<file path="src/rtl/hcpi_consts.svh">
`ifndef HCPI_CONSTS_SVH
`define HCPI_CONSTS_SVH

// ----------------------------------------------------------------
// Register offsets
// ----------------------------------------------------------------
`define HCPI_OFS_GCFG 8'h02
`define HCPI_OFS_MASK0 8'h14
`define HCPI_OFS_MASK1 8'h15
`define HCPI_OFS_STAT0 8'h19
`define HCPI_OFS_STAT1 8'h1a

// ----------------------------------------------------------------
// Fields and reset values
// ----------------------------------------------------------------
`define HCPI_GCFG_IRQ_LSB 0
`define HCPI_GCFG_RST 8'h00
`define HCPI_MASK_RST 8'hff
`define HCPI_IRQ_PP_HIGH 2'h0
`define HCPI_IRQ_PP_LOW 2'h1

// ----------------------------------------------------------------
// Host mode selection
// ----------------------------------------------------------------
`define HCPI_MODE_SERIAL 2'h0
`define HCPI_MODE_WRSTB 2'h1
`define HCPI_MODE_DIRSEL 2'h2

// ----------------------------------------------------------------
// Serial frame and timing
// ----------------------------------------------------------------
`define HCPI_SER_CMD_BITS 5'h08
`define HCPI_SER_FRAME_BITS 5'h10
`define HCPI_CLK_MHZ 250
`define HCPI_ACC_NS 20
`define HCPI_ACC_CYC ((`HCPI_ACC_NS * `HCPI_CLK_MHZ + 999) / 1000)

`endif

</file>
<file path="src/rtl/hcpi_pkg.sv">
package hcpi_pkg;

   typedef enum logic [1:0] {
      ACC_IDLE,
      ACC_WAIT,
      ACC_DONE
   } hcpi_acc_t;

endpackage

</file>
<file path="src/rtl/hcpi_sync.sv">
`timescale 1ns/1ps

module hcpi_sync #(
   parameter int W = 1
) (
   // Clock and reset
   input wire logic clk,
   input wire logic resetn,
   // Asynchronous levels in, synchronised levels out
   input wire logic [W-1:0] async_in,
   output logic [W-1:0] sync_out
);

   typedef struct packed {
      logic [W-1:0] s1;
      logic [W-1:0] s2;
   } hcpi_sync_t;

   hcpi_sync_t st;
   hcpi_sync_t next_st;

   // The first stage feeds only the second stage.
   always_comb begin
      next_st = st;
      next_st.s1 = async_in;
      next_st.s2 = st.s1;
   end

   always_ff @(posedge clk or negedge resetn) begin
      if (!resetn) begin
         st <= '0;
      end else begin
         st <= next_st;
      end
   end

   assign sync_out = st.s2;

endmodule

</file>
<file path="src/rtl/hcpi_top.sv">
`timescale 1ns/1ps
`include "hcpi_consts.svh"

module hcpi_top #(
   parameter int ACC_CYC = `HCPI_ACC_CYC
) (
   // Clock and reset
   input wire logic clk,
   input wire logic resetn,
   // Static mode selection
   input wire logic [1:0] mode_sel,
   // Chip select
   input wire logic cs_n,
   // Serial port
   input wire logic sclk,
   input wire logic ser_in,
   input wire logic ser_out_edge_sel,
   output logic ser_out,
   // Multiplexed address/data bus
   input wire logic [7:0] ad_in,
   output logic [7:0] ad_out,
   output logic ad_oe_n,
   // Write-strobe style parallel strobes
   input wire logic addr_latch_en,
   input wire logic wr_n,
   input wire logic rd_n,
   output logic ready,
   // Direction-select style parallel strobes
   input wire logic addr_strobe_m,
   input wire logic moto_data_strobe_n,
   input wire logic rw_sel,
   output logic ack_n,
   // Interrupt sources and request pin
   input wire logic [15:0] irq_src,
   output logic irq_out,
   output logic irq_oe_n
);

   // ----------------------------------------------------------------
   // Pin synchronisers
   // ----------------------------------------------------------------
   logic [17:0] pins_s;
   logic s_cs_n, s_sclk, s_sin, s_edge, s_ale, s_as, s_wr_n, s_rd_n, s_ds_n, s_rw;
   logic [7:0] s_ad;

   // Active-low pins pass the synchroniser inverted, so that its cleared stages read as idle
   // and no false access starts in the two cycles after reset.
   hcpi_sync #(.W(18)) u_sync (
      .clk(clk),
      .resetn(resetn),
      .async_in({cs_n, sclk, ser_in, ser_out_edge_sel, addr_latch_en, addr_strobe_m,
                 wr_n, rd_n, moto_data_strobe_n, rw_sel, ad_in} ^ 18'h20e00),
      .sync_out(pins_s)
   );

   assign {s_cs_n, s_sclk, s_sin, s_edge, s_ale, s_as, s_wr_n, s_rd_n, s_ds_n, s_rw, s_ad} =
      pins_s ^ 18'h20e00;

   // ----------------------------------------------------------------
   // State
   // ----------------------------------------------------------------
   typedef struct packed {
      logic [7:0] gcfg;
      logic [15:0] mask;
      logic [15:0] stat;
      logic sclk_d;
      logic ale_d;
      logic as_d;
      logic [4:0] bit_cnt;
      logic [15:0] ser_sh;
      logic ser_rd;
      logic [7:0] rd_sh;
      logic ser_out;
      logic [7:0] addr;
      hcpi_pkg::hcpi_acc_t acc;
      logic acc_rd;
      logic [7:0] wait_cnt;
      logic [7:0] ad_out;
      logic ad_oe_n;
      logic ready;
      logic ack_n;
      logic irq_out;
      logic irq_oe_n;
   } hcpi_state_t;

   hcpi_state_t st;
   hcpi_state_t next_st;

   logic [7:0] rdata;
   logic pending;

   // ----------------------------------------------------------------
   // Register read mux
   // ----------------------------------------------------------------
   // Unmapped offsets read as zero.
   function automatic logic [7:0] reg_read(input hcpi_state_t s, input logic [7:0] a);
      logic [7:0] d;
      d = 8'h00;
      case (a)
         `HCPI_OFS_GCFG: d = s.gcfg;
         `HCPI_OFS_MASK0: d = s.mask[7:0];
         `HCPI_OFS_MASK1: d = s.mask[15:8];
         `HCPI_OFS_STAT0: d = s.stat[7:0];
         `HCPI_OFS_STAT1: d = s.stat[15:8];
         default: d = 8'h00;
      endcase
      return d;
   endfunction

   // ----------------------------------------------------------------
   // Next state
   // ----------------------------------------------------------------
   always_comb begin
      logic sclk_rise, sclk_fall, act_edge, strobe, is_rd, do_wr;
      logic [7:0] wa, wd;
      logic [15:0] clr;
      logic [15:0] frame;
      sclk_rise = 1'b0;
      sclk_fall = 1'b0;
      act_edge = 1'b0;
      strobe = 1'b0;
      is_rd = 1'b0;
      do_wr = 1'b0;
      wa = 8'h00;
      wd = 8'h00;
      clr = 16'h0000;
      frame = 16'h0000;
      next_st = st;
      rdata = reg_read(st, st.addr);

      next_st.sclk_d = s_sclk;
      next_st.ale_d = s_ale;
      next_st.as_d = s_as;

      // Mode is decoded directly from the static selection pins.
      case (mode_sel)
         `HCPI_MODE_SERIAL: begin
            sclk_rise = s_sclk & ~st.sclk_d;
            sclk_fall = ~s_sclk & st.sclk_d;
            act_edge = s_edge ? sclk_fall : sclk_rise;
            if (s_cs_n) begin
               next_st.bit_cnt = 5'h00;
               next_st.ser_rd = 1'b0;
            end else begin
               if (act_edge && st.bit_cnt >= `HCPI_SER_CMD_BITS && st.ser_rd) begin
                  next_st.ser_out = st.rd_sh[7];
                  next_st.rd_sh = {st.rd_sh[6:0], 1'b0};
               end
               if (sclk_rise && st.bit_cnt < `HCPI_SER_FRAME_BITS) begin
                  frame = {st.ser_sh[14:0], s_sin};
                  next_st.ser_sh = frame;
                  next_st.bit_cnt = st.bit_cnt + 5'h01;
                  if (st.bit_cnt == `HCPI_SER_CMD_BITS - 5'h01) begin
                     next_st.rd_sh = reg_read(st, {1'b0, frame[6:0]});
                     next_st.ser_rd = frame[7];
                  end
                  if (st.bit_cnt == `HCPI_SER_FRAME_BITS - 5'h01 && !frame[15]) begin
                     do_wr = 1'b1;
                     wa = {1'b0, frame[14:8]};
                     wd = frame[7:0];
                  end
               end
            end
         end
         `HCPI_MODE_WRSTB: begin
            if (!s_cs_n && !s_ale && st.ale_d) begin
               next_st.addr = s_ad;
            end
            strobe = !s_cs_n && (!s_wr_n || !s_rd_n);
            is_rd = !s_rd_n;
         end
         `HCPI_MODE_DIRSEL: begin
            if (!s_cs_n && !s_as && st.as_d) begin
               next_st.addr = s_ad;
            end
            strobe = !s_cs_n && !s_ds_n;
            is_rd = s_rw;
         end
         default: begin
            strobe = 1'b0;
         end
      endcase

      // Parallel access sequencer shared by both strobe styles.
      case (st.acc)
         hcpi_pkg::ACC_IDLE: begin
            if (strobe) begin
               next_st.acc = hcpi_pkg::ACC_WAIT;
               next_st.acc_rd = is_rd;
               next_st.wait_cnt = 8'h00;
            end
         end
         hcpi_pkg::ACC_WAIT: begin
            next_st.wait_cnt = st.wait_cnt + 8'h01;
            if (!strobe) begin
               next_st.acc = hcpi_pkg::ACC_IDLE;
            end else if (st.wait_cnt >= 8'(ACC_CYC - 1)) begin
               next_st.acc = hcpi_pkg::ACC_DONE;
            end
         end
         hcpi_pkg::ACC_DONE: begin
            if (!strobe) begin
               next_st.acc = hcpi_pkg::ACC_IDLE;
               if (!st.acc_rd) begin
                  do_wr = 1'b1;
                  wa = st.addr;
                  wd = s_ad;
               end
            end
         end
         default: begin
            next_st.acc = hcpi_pkg::ACC_IDLE;
         end
      endcase

      next_st.ready = (next_st.acc != hcpi_pkg::ACC_WAIT);
      next_st.ack_n = ~((mode_sel == `HCPI_MODE_DIRSEL) && next_st.acc == hcpi_pkg::ACC_DONE);
      // Read data is driven only while the read strobe is held.
      next_st.ad_oe_n = ~(strobe && is_rd && mode_sel != `HCPI_MODE_SERIAL);
      next_st.ad_out = rdata;

      // Register writes; status bits clear by writing ones.
      if (do_wr) begin
         case (wa)
            `HCPI_OFS_GCFG: next_st.gcfg = wd;
            `HCPI_OFS_MASK0: next_st.mask[7:0] = wd;
            `HCPI_OFS_MASK1: next_st.mask[15:8] = wd;
            `HCPI_OFS_STAT0: clr[7:0] = wd;
            `HCPI_OFS_STAT1: clr[15:8] = wd;
            default: clr = 16'h0000;
         endcase
      end
      // A source event in the clearing cycle keeps its bit set.
      next_st.stat = (st.stat & ~clr) | irq_src;

      pending = |(next_st.stat & ~next_st.mask);
      case (next_st.gcfg[`HCPI_GCFG_IRQ_LSB +: 2])
         `HCPI_IRQ_PP_HIGH: begin
            next_st.irq_out = pending;
            next_st.irq_oe_n = 1'b0;
         end
         `HCPI_IRQ_PP_LOW: begin
            next_st.irq_out = ~pending;
            next_st.irq_oe_n = 1'b0;
         end
         default: begin
            next_st.irq_out = 1'b0;
            next_st.irq_oe_n = ~pending;
         end
      endcase
   end

   always_ff @(posedge clk or negedge resetn) begin
      if (!resetn) begin
         st <= '0;
         st.gcfg <= `HCPI_GCFG_RST;
         st.mask <= {`HCPI_MASK_RST, `HCPI_MASK_RST};
         st.sclk_d <= 1'b0;
         st.ale_d <= 1'b0;
         st.as_d <= 1'b0;
         st.acc <= hcpi_pkg::ACC_IDLE;
         st.ad_oe_n <= 1'b1;
         st.ready <= 1'b1;
         st.ack_n <= 1'b1;
         st.irq_out <= 1'b0;
         st.irq_oe_n <= 1'b0;
      end else begin
         st <= next_st;
      end
   end

   // ----------------------------------------------------------------
   // Outputs
   // ----------------------------------------------------------------
   assign ser_out = st.ser_out;
   assign ad_out = st.ad_out;
   assign ad_oe_n = st.ad_oe_n;
   assign ready = st.ready;
   assign ack_n = st.ack_n;
   assign irq_out = st.irq_out;
   assign irq_oe_n = st.irq_oe_n;

endmodule

</file>
<file path="config.mk">
export PLATFORM = sky130hd
export DESIGN_NAME = hcpi_top
export DESIGN_NICKNAME = d
export VERILOG_FILES = /design/src/rtl/hcpi_pkg.sv /design/src/rtl/hcpi_sync.sv /design/src/rtl/hcpi_top.sv
export VERILOG_INCLUDE_DIRS = /design/src /design/src/rtl
export SDC_FILE = /design/constraint.sdc
export NUM_CORES = 1
export LEC_CHECK = 0
export ABC_AREA = 1
export ABC_CLOCK_PERIOD_IN_PS = 3000
export BUFFER_PORTS_ARGS = -buffer_cell sky130_fd_sc_hd__clkbuf_2
export CAP_MARGIN = 20
export CORE_MARGIN = 2
export CORE_UTILIZATION = 60
export CTS_BUF_LIST = sky130_fd_sc_hd__clkbuf_4 sky130_fd_sc_hd__clkbuf_8
export CTS_CLUSTER_SIZE = 12
export DETAILED_ROUTE_END_ITERATION = 10
export PLACE_DENSITY = 0.78
export SLEW_MARGIN = 20
export SYNTH_ARGS = -nofsm -noshare
export SYNTH_HDL_FRONTEND = slang
export SYNTH_SLANG_ARGS = --single-unit
export TNS_END_PERCENT = 20
</file>
<file path="constraint.sdc">
create_clock -name clk -period 3 [get_ports clk]
set_clock_uncertainty 0.2 [all_clocks]
set_input_delay 0.3 -clock clk [delete_from_list [all_inputs] [get_ports clk]]
set_output_delay 0.3 -clock clk [all_outputs]
set_load 0.1 [all_outputs]
</file>
; ---- Word level (Yosys, flattened, before mapping)
; Cells that the tools add are included.
[op_classes]
order_cmp = 3
n_reduce_logical = 39
div_mod_pow = 0
n_mul = 0
n_mux = 48
shift = 0
n_bitwise = 15
add_sub_neg = 2
eq_ne = 27
[op_table]
columns = cell, n
row1 = $mux 8, 16
row2 = $pmux 8 s5, 2
row3 = $eq 8x5->1 const B, 8
row4 = $and 16x16->16, 2
row5 = $not 16->16, 2
row6 = $pmux 8 s2, 2
row7 = $mux 30, 1
row8 = $eq 7x5->1 const B, 4
row9 = $mux 7, 4
row10 = $mux 18, 1
row11 = $mux 9, 2
row12 = $eq 8x2->1 const B, 2
row13 = $mux 16, 1
row14 = $or 16x16->16, 1
row15 = $reduce_or 16->1, 1
row16 = $logic_and 1x1->1, 13
row17 = $reduce_and 3->1, 4
row18 = $mux 11, 1
row19 = $reduce_and 2->1, 5
row20 = $reduce_bool 2->1, 5
row21 = $mux 1, 9
row22 = $add 8x1->8 const B, 1
row23 = $ge 8x3->1 const B, 1
row24 = $mux 2, 4
row25 = other kinds (20), 42
[totals]
reg_bits = 142
output_inout_bits = 14
rom_bits = 0
mem_count = 0
mem_bits_rw = 0
in_bits = 38
latchBits = 0
word_cells = 158

; ---- Logic depth before layout (Yosys ltp)
[depth]
depth_word = 19
depth_mapped = 22
mapped_depth_nobuf = 22

; ---- Modules after synthesis
; A second synthesis with hierarchy kept.
[hier_totals]
cells_unflattened = 753
area_unflattened_um2 = 6551.3
[by_module_without_submodules]
columns = mod, area_each_um2, cells_per_inst, seq_area_each_um2, n_inst
row1 = hcpi_top, 5650.4, 717, 2651.3, 1
row2 = hcpi_sync, 900.9, 36, 900.9, 1

; ---- Worst setup path before layout
; Ideal clock, no wire load.
[synth_timing]
path_type = register to register
start = register st[58] in the netlist's numbering
end = register, netlist name irq_out
path_stages_with_launch = 22
path_buffers = 0
arrival_time_ns = 2.393
setup_time_ns = 0.120
t_required_ns = 2.680
period_less_slack_ns = 2.713
setup_slack_ns = 0.287
path_cell_list = dfrtp_1 > ha_1 > nand2_1 > nor2_1 > ha_1 > inv_1 > nor2_1 > inv_1 > nor2_2 > nand2_4 > nand2_4 > nand2_4 > nor2_8 > nand2_4 > nand2_1 > nand2_1 > nand2_1 > nand2_1 > nor2_1 > nand2_1 > o21ai_1 > nand2_1
[synth_lines]
columns = element, line_no
row1 = "start, declared", hcpi_top.sv:86  ; hcpi_state_t st;
row2 = "start signal, assigned", hcpi_top.sv:268  ; st <= next_st;

==> qor.txt <==
cts bufs inserted: 17
clock latency on the worst-skew pair: 0.46 ns
# nets final: 966
Netlist Area Pre-Place: 6760 um2
Tightest Pin Transition: 0.635 ns
Psw: 1.26 mW
Pwr Density: 512 nW/um2
clock root cell: clkbuf_8
first-pass GRT wire length: 27900 um
Detail Route Antenna Nets: 0
Ys Warns: 0
Fmax: 330 MHz
die area: 12100 um2
async set-reset flop share out of synthesis: 100%
total power: 4.33 mW
Startpoint Class: flop
initial antenna violation count: 0
GP Congestion: 0.938
CP max FO: 8
most frequent cells in the layout: 150 x nand2_1, 145 x inv_1, 122 x dfrtp_1, 51 x o21ai_0, 50 x clkbuf_2
Slew Limit Headroom: 57.3%
DP Area: 7360 um2
CP endpoint kind: flop
PortBufs: 51
maximum vdd drop: 0.000580 V
Area growth, synth to finish: 25.1%
FF-to-FF Start: st[59]
number of diodes: 0
Slew Limit Fails: 0
total gr overflow: 0
post-DP HPWL: 12100 um
Synth Instances: 784
cell area after layout: 8460 um2
largest net degree at the start of global routing: 61
DR pass1 iterations: 5
Top FF cell, synth: dfrtp_1
sequential area share after synthesis: 52.6%
Net Count, Synth: 830
post-synthesis cell type count: 43
register clock-pin slew on the reported worst setup and hold paths: 0.09 ns
H-Tree Level Count: 4
Hold Path End: ack_n
commonest non-fill, non-tap cell in the layout: nand2_1
share of the cycle needed by the critical path after routing: 101%
path type of the worst setup path: flop to flop
Core Rows: 38
internal power: 3.06 mW
sw frac: 29.2%
I/O pin cnt: 52
Via Count: 5878
DIE HEIGHT: 110 um
DRT Wirelength: 17900 um
clk sinks: 141
HP Start: mode_sel[1]
1st-iter DRT viols: 602
power share of the combinational group: 12.1%
violated checks: negative setup slack
Starting Density: 61.8%
Die Width: 110 um
Static Leak: 4.44 nW
Seq pwr share: 48.7%
reg2reg path depth: 21
Worst Path Required: 3.16 ns
final setup violation count: 2
vias in the first global route: 5717
CTS tree: yes
RSZ-0062 raised after global routing: yes
power share of the clock group: 39.2%
min Tclk post-route: 3.03 ns
r2r endpoint: irq_out
max_cap viols: 0
Min-Delay Path Depth: 4
post-DR wirelength/cell: 16.7 um
CTS max path bufs: 2
core area: 10900 um2
Total Routing Usage GR: 31.0%
Final Hold Fails: 0
Post-synth EDFFs: 0
post-route DRC violation count: 0
final worst setup slack: -0.0319 ns
share of cells above drive strength 1: 26.3%
Via density: 5.48
flop2flop setup slack: -0.03 ns
syn_area_per_cell: 8.62 um2
Hold WC Path Type: input port to flop
Crit path arrival time: 3.19 ns
FF+latch count, synth: 141
outcome: finished, violations left
power groups by stage:
stage | Clock [mW] | Combinational (mW) | Sequential, mW
4_1_cts | 1.70 | 0.514 | 2.10
3_3_place_gp | 0 | 0.453 | 2.13
2_1_floorplan | 0 | 0.307 | 2.14
5_1_grt | 1.80 | 0.583 | 2.12
6_report | 1.70 | 0.521 | 2.11
3_5_place_dp | 0 | 0.472 | 2.14
layer usage:
metal	global-route usage (%)	part of all wire [%]
met3	7.47	8.0
met1	40.4	41
met2	50.6	48
met5	0	0
met4	11.9	2.3
registers in the layout, summed over array words and instances (netlist names):
signal,cells
ser_out,1
u_sync.sync_out,18
st,91
ack_n,1
ad_oe_n,1
irq_out,1
irq_oe_n,1
ad_out,8
u_sync.next_st,18
ready,1
layout make-up:
type,instances,area [um2]
clock inverter,14,196
timing repair buffer,133,1000
tap,140,175
inverter,155,596
sequential,141,3550
multi-input combinational,472,2690
clock buffer,18,241
fill,770,2480
cell usage after synthesis (2+ instances only):
master	count	area (um2)
o21a_1	2	15.0
a21oi_1	21	105
o21ai_1	4	20.0
nand4_1	7	43.8
nand2_4	10	113
a221oi_1	9	78.8
o21ai_0	55	275
nor2_2	6	37.5
nor2_1	49	184
nor2_8	4	80.1
dfstp_2	19	499
o22ai_1	25	156
inv_1	147	552
a22oi_1	3	22.5
nand3_1	56	280
nor2_4	4	45.0
nand2_1	176	661
a31oi_1	2	12.5
ha_1	8	100
o21bai_1	2	15.0
buf_4	10	75.1
dfrtp_1	122	3050
nor3_1	3	15.0
o211ai_1	2	15.0
nand2_2	8	50.1
inv_2	6	22.5
clkbuf_1	4	15.0
nor4_1	4	25.0
nand3_4	2	35.0
how the worst max path moves through the flow:
| stage | startpoint | end |
|---|---|---|
| finish | st[59] | irq_out |
| global route | st[59] | irq_out |
| CTS | st[59] | irq_out |
| detailed placement | st[58] | irq_out |
| global placement | st[58] | irq_out |
| floorplan | st[58] | irq_out |
cells by family after synthesis:
| logic type | after synthesis | synth area share, % |
|---|---|---|
| simple gates | 334 | 24.1 |
| buf+inv | 171 | 10.5 |
| flops | 141 | 52.6 |
| compound gates | 129 | 11.2 |
| fa+ha+maj | 8 | 1.48 |
| mux | 1 | 0.167 |
metrics by stage:
| stage | hold slack (ns) | instances | setup slack [ns] | TNS (ns) | util [%] |
|---|---|---|---|---|---|
| 2_1_floorplan | -0.196 | 784 | 0.287 | 0 | - |
| 3_3_place_gp | 0.103 | 993 | 0.00514 | 0 | 67.3 |
| 3_5_place_dp | 0.113 | 993 | -0.115 | -0.156 | 67.3 |
| 4_1_cts | 0.112 | 1063 | 0.0154 | 0 | 74.7 |
| 5_1_grt | 0.160 | 1073 | -0.183 | -0.342 | 77.3 |
| 6_report | 0.123 | 1073 | -0.0319 | -0.0568 | 77.3 |
worst max-delay path, stage by stage (launching register included):
cell	delay [ns]
dfrtp_1	0.38
ha_2	0.20
nand2_2	0.07
nor2_2	0.12
ha_2	0.18
inv_2	0.04
nor2_4	0.12
buf_6	0.13
nand4_1	0.16
nand2_4	0.14
nand2_8	0.08
nor2_4	0.13
buf_12	0.14
nand3_2	0.09
nand2_2	0.10
nand2_2	0.07
nand2_1	0.09
nand2_2	0.07
nor2_4	0.10
nand2_2	0.08
o21ai_2	0.14
nand2_1	0.07
timing repair:
action | 4_1_cts | 5_1_grt
pin swaps | 2 | 47
hold endpoints to repair | 92 | 0
hold buffers | 35 | 0
setup endpoints to repair | 2 | 2
gates cloned | 0 | 0
buffers inserted | 3 | 10
gates resized for setup | 2 | 61
(Power assumes the default switching activity.)
